**config.mk**
```make
export PLATFORM = sky130hd
export DESIGN_NAME = rt_status_word_flag_register
export DESIGN_NICKNAME = d
export VERILOG_FILES = /design/src/rt_flag_pkg.sv /design/src/rt_status_word_flag_register.sv /design/src/wb_flag_slave.sv /design/src/status_word_builder.sv
export VERILOG_INCLUDE_DIRS = /design/src /design/src/src
export SDC_FILE = /design/constraint.sdc
export NUM_CORES = 1
export LEC_CHECK = 0
export ABC_AREA = 0
export ABC_CLOCK_PERIOD_IN_PS = 1100
export BUFFER_PORTS_ARGS = -buffer_cell sky130_fd_sc_hd__buf_2
export CAP_MARGIN = 30
export CORE_ASPECT_RATIO = 0.5
export CORE_MARGIN = 8
export CORE_UTILIZATION = 36
export CTS_BUF_LIST = sky130_fd_sc_hd__clkbuf_4 sky130_fd_sc_hd__clkbuf_8 sky130_fd_sc_hd__clkbuf_16
export DETAILED_ROUTE_END_ITERATION = 12
export PLACE_DENSITY = 0.75
export SLEW_MARGIN = 20
export SYNTH_ARGS = -nofsm -noshare
export SYNTH_HDL_FRONTEND = slang
export SYNTH_SLANG_ARGS = --single-unit
```
**constraint.sdc**
```tcl
create_clock -name sys_clk -period 1.1 [get_ports sys_clk]
set_input_delay 0.165 -clock sys_clk [delete_from_list [all_inputs] [get_ports sys_clk]]
set_output_delay 0.165 -clock sys_clk [all_outputs]
set_load 0.005 [all_outputs]
```
**src/rt_flag_params.svh**
```systemverilog
// Offsets, field positions and reset values of the status word flag register block
`ifndef RT_FLAG_PARAMS_SVH
`define RT_FLAG_PARAMS_SVH

// Register indices; byte address is four times the index
`define FLAGS_IDX 7'h07
`define CFG_IDX 7'h40
`define LAST_IDX 7'h41

// Flag register reset value and bit classes
`define FLAGS_RESET 16'h0000
`define FLAGS_WR_MASK 16'h830D
`define FLAGS_SEND_MASK 16'h03FF

// Bit positions in the flag register and in the status word
`define BIT_ONCE_CLEAR 15
`define BIT_MSG_ERR 10
`define BIT_INSTR 9
`define BIT_SVC_REQ 8
`define BIT_BCAST 4
`define BIT_BUSY 3
`define BIT_SUBSYS 2
`define BIT_DYN_BUS 1
`define BIT_TERM 0
`define RT_ADDR_LSB 11

// Configuration register fields and reset value
`define CFG_VEC_CLR_OFF 0
`define CFG_SOFT_RST 1
`define CFG_RESET 1'b0

`endif

```
**src/rt_flag_pkg.sv**
```systemverilog
// Types of the status word flag register block
package rt_flag_pkg;

    // Bus slave state: acknowledge and read data
    typedef struct packed {
        logic ack;
        logic [31:0] dat;
    } wb_state_t;

    // Flag block state: registers and the registered status word outputs
    typedef struct packed {
        logic [15:0] flags;
        logic vecClearOff;
        logic [15:0] lastWord;
        logic [15:0] word;
        logic valid;
        logic suppress;
        logic marker;
    } flag_state_t;

endpackage

```
**src/rt_status_word_flag_register.sv**
```systemverilog
// Host-maintained status word flag register of a remote terminal, with Wishbone access
//
// Contract
// - Every host-set flag is copied into each outgoing status word; here bit 15 (once-clear) is never copied into the word.
// - Dynamic bus control acceptance is never shown in the status word.
// - A set flag repeats in every response until cleared, unless once-clear is on.
// - Bits 4 and 10 ignore writes, read zero; device drives them in the word.
// - With once-clear set, the register clears after set bits 0-9 are sent once.
// - Transmit-status and last-command codes return the previous word unchanged.
// - Bits 14-10, 7-4 and 1 ignore writes and read zero.
// - Bit 9 asserts the instrumentation bit in the status word.
// - Bit 8 asserts the service request bit in the status word.
// - Bit 3 makes every valid command answer with busy.
// - A descriptor busy bit makes only that command answer with busy.
// - A busy response sends the status word alone, without data words.
// - A busy response sets the busy marker in the stored message word.
// - Sent subsystem flag is register bit 2 ORed with the input pin.
// - With vector-clear option 0, the vector code clears bit 2 before sending.
// - Bit 0 asserts the terminal flag bit in the status word.
// - Master or software reset clears every bit of the register.
//
// Chosen here: register access over Wishbone.
`timescale 1ns/1ns
`include "rt_flag_params.svh"
module rt_status_word_flag_register
    import rt_flag_pkg::*;
(
    input wire logic sys_clk,
    input wire logic sys_rst,
    input wire logic wb_cyc_i,
    input wire logic wb_stb_i,
    input wire logic wb_we_i,
    input wire logic [8:0] wb_adr_i,
    input wire logic [31:0] wb_dat_i,
    input wire logic [3:0] wb_sel_i,
    output logic [31:0] wb_dat_o,
    output logic wb_ack_o,
    input wire logic statusReq,
    input wire logic repeatStatusReq,
    input wire logic transmitVectorModeCode,
    input wire logic descBusy,
    input wire logic [4:0] rtAddress,
    input wire logic subsystemFlagPin,
    input wire logic broadcastReceivedBit,
    input wire logic messageErrorBit,
    output logic [15:0] statusWord,
    output logic statusValid,
    output logic dataSuppress,
    output logic messageBusyMarker
);
    // Whole state and its next value
    flag_state_t s_q;
    flag_state_t s_d;
    // Strobes and words passed between the submodules
    logic flagsWe;
    logic cfgWe;
    logic [15:0] wrData;
    logic [15:0] wrMask;
    logic [15:0] flagWrMask;
    logic [15:0] builtWord;
    logic [15:0] keptFlags;
    logic [15:0] cfgRdata;
    logic softReset;
    logic anySent;

    // Register bus slave
    wb_flag_slave wb_flag_slave_instrumentation_flag (
        .sys_clk(sys_clk),
        .sys_rst(sys_rst),
        .wb_cyc_i(wb_cyc_i),
        .wb_stb_i(wb_stb_i),
        .wb_we_i(wb_we_i),
        .wb_adr_i(wb_adr_i),
        .wb_dat_i(wb_dat_i),
        .wb_sel_i(wb_sel_i),
        .wb_dat_o(wb_dat_o),
        .wb_ack_o(wb_ack_o),
        .flagsRdata(s_q.flags),
        .cfgRdata(cfgRdata),
        .lastRdata(s_q.lastWord),
        .flagsWe(flagsWe),
        .cfgWe(cfgWe),
        .wrData(wrData),
        .wrMask(wrMask)
    );

    // Status word assembly from the current register contents
    status_word_builder status_word_builder_instrumentation_flag (
        .flags(s_q.flags),
        .rtAddress(rtAddress),
        .descBusy(descBusy),
        .transmitVectorModeCode(transmitVectorModeCode),
        .vecClearOff(s_q.vecClearOff),
        .subsystemFlagPin(subsystemFlagPin),
        .broadcastReceivedBit(broadcastReceivedBit),
        .messageErrorBit(messageErrorBit),
        .word(builtWord),
        .keptFlags(keptFlags)
    );

    // Readback of configuration; soft reset bit always reads zero
    assign cfgRdata = {15'h0000, s_q.vecClearOff};

    // only documented flag bits are writable
    assign flagWrMask = wrMask & `FLAGS_WR_MASK;

    // Software reset is a write of one to its configuration bit
    assign softReset = cfgWe & wrMask[`CFG_SOFT_RST] & wrData[`CFG_SOFT_RST];

    // Any of bits 0-9 actually carried by the word being built
    assign anySent = |(keptFlags & `FLAGS_SEND_MASK);

    // Next state: word sampling first, then host writes, then soft reset
    always_comb begin
        s_d = s_q;
        s_d.valid = 1'b0;
        if (statusReq) begin
            s_d.valid = 1'b1;
            if (repeatStatusReq) begin
                s_d.word = s_q.lastWord;
                s_d.suppress = s_q.lastWord[`BIT_BUSY];
                s_d.marker = s_q.lastWord[`BIT_BUSY];
            end else begin
                s_d.word = builtWord;
                s_d.lastWord = builtWord;
                // busy word goes out without data
                s_d.suppress = builtWord[`BIT_BUSY];
                // busy marker for message info word
                s_d.marker = builtWord[`BIT_BUSY];
                // vector code result kept in register
                s_d.flags = keptFlags;
                if (s_q.flags[`BIT_ONCE_CLEAR] && anySent) begin
                    s_d.flags = `FLAGS_RESET;
                end
            end
        end
        // host write persists; a set beats a hardware clear
        if (flagsWe) begin
            s_d.flags = (s_d.flags & ~flagWrMask) | (wrData & flagWrMask);
        end
        if (cfgWe && wrMask[`CFG_VEC_CLR_OFF]) begin
            s_d.vecClearOff = wrData[`CFG_VEC_CLR_OFF];
        end
        // software reset clears the flag register
        if (softReset) begin
            s_d.flags = `FLAGS_RESET;
        end
    end

    // State register; master reset loads all-zero constants
    always_ff @(posedge sys_clk) begin
        if (sys_rst) begin
            s_q <= '0;
        end else begin
            s_q <= s_d;
        end
    end

    // Outputs straight from the state register
    assign statusWord = s_q.word;
    assign statusValid = s_q.valid;
    assign dataSuppress = s_q.suppress;
    assign messageBusyMarker = s_q.marker;

    // Shorthand for a fresh word request
    logic newReq;
    assign newReq = statusReq & ~repeatStatusReq;
endmodule

```
**src/wb_flag_slave.sv**
```systemverilog
// Classic Wishbone slave for the flag, configuration and last word registers
`timescale 1ns/1ns
`include "rt_flag_params.svh"
module wb_flag_slave
    import rt_flag_pkg::*;
(
    input wire logic sys_clk,
    input wire logic sys_rst,
    input wire logic wb_cyc_i,
    input wire logic wb_stb_i,
    input wire logic wb_we_i,
    input wire logic [8:0] wb_adr_i,
    input wire logic [31:0] wb_dat_i,
    input wire logic [3:0] wb_sel_i,
    output logic [31:0] wb_dat_o,
    output logic wb_ack_o,
    input wire logic [15:0] flagsRdata,
    input wire logic [15:0] cfgRdata,
    input wire logic [15:0] lastRdata,
    output logic flagsWe,
    output logic cfgWe,
    output logic [15:0] wrData,
    output logic [15:0] wrMask
);
    wb_state_t s_q;
    wb_state_t s_d;
    logic req;
    logic [6:0] idx;

    // Request decode; the master holds everything until it sees ack
    assign req = wb_cyc_i & wb_stb_i;
    assign idx = wb_adr_i[8:2];

    // Write strobes fire in the ack cycle, so the edge that ends it stores
    assign flagsWe = s_q.ack & req & wb_we_i & (idx == `FLAGS_IDX);
    assign cfgWe = s_q.ack & req & wb_we_i & (idx == `CFG_IDX);
    assign wrData = wb_dat_i[15:0];
    assign wrMask = {{8{wb_sel_i[1]}}, {8{wb_sel_i[0]}}};

    // One wait state, ack for one cycle; unmapped reads return zero
    always_comb begin
        s_d = s_q;
        s_d.ack = req & ~s_q.ack;
        s_d.dat = 32'h00000000;
        if (req && !s_q.ack && !wb_we_i) begin
            unique case (idx)
                `FLAGS_IDX: s_d.dat = {16'h0000, flagsRdata};
                `CFG_IDX: s_d.dat = {16'h0000, cfgRdata};
                `LAST_IDX: s_d.dat = {16'h0000, lastRdata};
                default: s_d.dat = 32'h00000000;
            endcase
        end
    end

    // State register
    always_ff @(posedge sys_clk) begin
        if (sys_rst) begin
            s_q <= '0;
        end else begin
            s_q <= s_d;
        end
    end

    assign wb_ack_o = s_q.ack;
    assign wb_dat_o = s_q.dat;
endmodule

```
**src/status_word_builder.sv**
```systemverilog
// Combines the sampled flag register with device state into a new status word
`timescale 1ns/1ns
`include "rt_flag_params.svh"
module status_word_builder
    import rt_flag_pkg::*;
(
    input wire logic [15:0] flags,
    input wire logic [4:0] rtAddress,
    input wire logic descBusy,
    input wire logic transmitVectorModeCode,
    input wire logic vecClearOff,
    input wire logic subsystemFlagPin,
    input wire logic broadcastReceivedBit,
    input wire logic messageErrorBit,
    output logic [15:0] word,
    output logic [15:0] keptFlags
);
    // Word assembly; purely combinational, sampled by the caller
    always_comb begin
        keptFlags = flags;
        if (transmitVectorModeCode && !vecClearOff) begin
            keptFlags[`BIT_SUBSYS] = 1'b0;
        end
        word = 16'h0000;
        word[15:`RT_ADDR_LSB] = rtAddress;
        word[`BIT_MSG_ERR] = messageErrorBit;
        word[`BIT_BCAST] = broadcastReceivedBit;
        word[`BIT_INSTR] = keptFlags[`BIT_INSTR];
        word[`BIT_SVC_REQ] = keptFlags[`BIT_SVC_REQ];
        word[`BIT_BUSY] = keptFlags[`BIT_BUSY] | descBusy;
        word[`BIT_SUBSYS] = keptFlags[`BIT_SUBSYS] | subsystemFlagPin;
        word[`BIT_DYN_BUS] = 1'b0;
        word[`BIT_TERM] = keptFlags[`BIT_TERM];
    end
endmodule

```
==> out/metrics.yaml <==
hold_depth: 3
cts_made_buffers: 5
antenna_cells: 0
fin_nets: 315
synth-seq-area-share: 0.427
power.density_mw_per_mm2: 1310
yosys.area_share.simple: 0.237
clk_transition_reported_paths_ns: 0.08
hold_start: "broadcastReceivedBit"
mostFrequentLayoutCells: "buf_2, dfxtp_1, nand2_1, conb_1, buf_4"
fin_util: 0.491
dieArea_mm2: 0.00695
synthesis.area_mm2: 0.00160
syn_inst: 181
ctsRootBufferMaster: "clkbuf_8"
synthToLayoutAreaGrowth_pct: 33.6
dp.cells: 298
drtPass1Iterations: 5
layout_setup_ws_ns: -0.140
num_rows: 17
gp_congestion: 0.877
ir_worst_vdd_uv: 719
multi_input_area_um2: 738
synth_fa_ha_area_frac: 0
synthMuxAreaShare: 0.0125
grt_usage: 0.122
clkLatencyLatePin_ns: 0.28
maxCapViolations: 0
via_count: 1457
grt_max_degree: 18
p_seq_frac: 0.454
p_sw_mw: 0.608
cp_max_fo: 2
switching_share: 0.218
leakage_nw: 1.01
die_w_um: 110
path_cells: "or4_4, a21oi_2, o211ai_1, a21oi_2"
drc: 0
syn_area_per_cell_um2: 8.81
fin_skew_ns: 0.00762
drt-total-wl_um: 4300
fin_area_mm2: 0.00213
timing.rr.start: "s_q[39]"
ys_ff_latch: 34
dr.first_iter.drc_count: 61
die_y_um: 63.1
grt.busiest_layer: "met2"
hold_viol_final: 0
cts_sinks: 34
combPwrFrac: 0.087
rsz0062_at_grt: "yes"
ff_latch_area_um2: 686
cp-end-kind: "flop"
setup_viol: 15
r2r_cells: 4
cts-htree-levels: 2
hp-class: "in -> reg"
crit_type: "reg -> reg"
ys_warn_count: 0
fin_crit_ns: 1.24
hold_end: "statusWord[4]"
gr-usage-met1: 0.138
initial_core_util: 0.368
ant_nets: 0
ctsLongestPathBuffers: 2
grt.met3_usage: 0.0396
stdcell_count: 311
grt_first_pass_wirelength_um: 6840
use_met2: 0.208
synth_top_family_by_area: "simple AND/OR/NAND/NOR gates"
cts_tree: "done"
critPathLaunchType: "flop"
synth-async-reset-ratio: 0
port-buffer-count: 60
reg2reg_setup_slack_ns: -0.14
vias_per_cell: 4.68
fillers: 424
rr_endpoint: "s_q[51]"
synth_edf_count: 0
yosysUniqueCellTypes: 32
wire_per_inst_um: 13.8
drive_gt1_frac: 0.437
hpwl_um: 3410
violations: "negative setup slack"
grt_pass1_vias: 1517
synth_compound_area_frac: 0.122
cpPeakStageDelay_ns: 0.53
antenna_found_initial: 0
clkPwrFrac: 0.459
cp_slowest_cell: "or4_4"
p_int_mw: 2.18
synth_flop_cell: "dfxtp_1"
cts_hold_buf: 0
synth_xor_xnor_area_share: 0
crit_top_cell: "a21oi_2"
core_region_area_mm2: 0.00434
final_common_cell: "buf_2"
num_io_pins: 114
status: "finished, violations left"
overflow: 0
max_freq_mhz: 806
crit_arrival_ns: 1.46
dpl_cell_area_mm2: 0.00191
slew_viol_final: 0
worstPathRequired_ns: 1.32
fin_crit_sh: 1.13
-- layer usage --
metal / vias to the layer above / routed length [um]
met5: - / 0
met4: 0 / 70
met3: 10 / 345
met2: 63 / 2140
met1: 667 / 1740
li1: 717 / -
-- cell usage after synthesis (2+ instances only) --
| cell type | count | share of area |
|---|---|---|
| buf_4 | 38 | 0.18 |
| dfxtp_1 | 34 | 0.43 |
| nand2_1 | 24 | 0.056 |
| a21oi_1 | 15 | 0.047 |
| nor2_1 | 13 | 0.031 |
| nand4_1 | 8 | 0.031 |
| and3_1 | 7 | 0.027 |
| a22oi_1 | 5 | 0.024 |
| nand3_1 | 4 | 0.013 |
| a211oi_1 | 3 | 0.014 |
| buf_2 | 3 | 0.0094 |
| and2_1 | 2 | 0.0078 |
| clkbuf_1 | 2 | 0.0047 |
| mux2i_1 | 2 | 0.013 |
| nand2b_1 | 2 | 0.0078 |
| nor2b_1 | 2 | 0.0078 |
| o211ai_1 | 2 | 0.0094 |
-- flip-flops by register name, indices dropped and copies added, names as in the netlist --
| name | count |
|---|---|
| s_q | 6 |
| dataSuppress | 1 |
| wb_flag_slave_instrumentation_flag.wb_ack_o | 1 |
| statusValid | 1 |
| statusWord | 12 |
| wb_flag_slave_instrumentation_flag.wb_dat_o | 12 |
| cfgRdata | 1 |
-- cell families after synthesis --
family	count (synthesis)
compound gates	30
buf+inv	44
flops	34
mux	2
other cells	1
simple gates	70
-- metrics by stage --
stage               TNS (ns)  setup slack, ns  power [mW]  hold WS, ns
finish                -0.826           -0.140        2.79        0.117
global route           -1.54           -0.173        2.90        0.108
CTS                   -0.677           -0.174        2.80        0.111
detailed placement     -2.81           -0.200        1.52        0.415
global placement       -2.15           -0.171        1.52        0.409
floorplan             -0.107           -0.107        1.47        0.293
-- how the worst max path moves through the flow --
stage	endpoint	start	cells past startpoint
floorplan	s_q[51]	s_q[36]	4
global placement	s_q[38]	wb_adr_i[2]	5
detailed placement	s_q[38]	wb_adr_i[2]	5
CTS	s_q[51]	s_q[39]	4
global route	s_q[51]	s_q[39]	4
finish	s_q[51]	s_q[39]	4
-- worst max-delay path, delay by kind of cell (launching register included) --
| family | cells | cell delay (ns) |
|---|---|---|
| AOI/OAI and AO/OA | 3 | 0.34 |
| DFF | 1 | 0.31 |
| and+or+nand+nor | 1 | 0.53 |
-- area by class of cell --
cell class,instances,share of cell area
clock inverters,2,0.0182
well taps,57,0.0335
repair buffers,86,0.236
flip-flops and latches,34,0.322
clock buffers,6,0.0440
multi-input cells,126,0.346
-- power by group through the flow --
stage / logic, mW / clock network [mW] / registers, mW
final: 0.242 / 1.28 / 1.27
after global routing: 0.270 / 1.37 / 1.27
after CTS: 0.231 / 1.30 / 1.27
after detailed placement: 0.229 / 0 / 1.30
after global placement: 0.222 / 0 / 1.29
after floorplan: 0.181 / 0 / 1.29
-- repair_timing --
action | 4_1_cts | 5_1_grt
pin swaps | 14 | 7
setup buffers | 1 | 4
resized for setup | 8 | 8
endpoints found under the setup margin | 12 | 13
(Power assumes the default switching activity.)
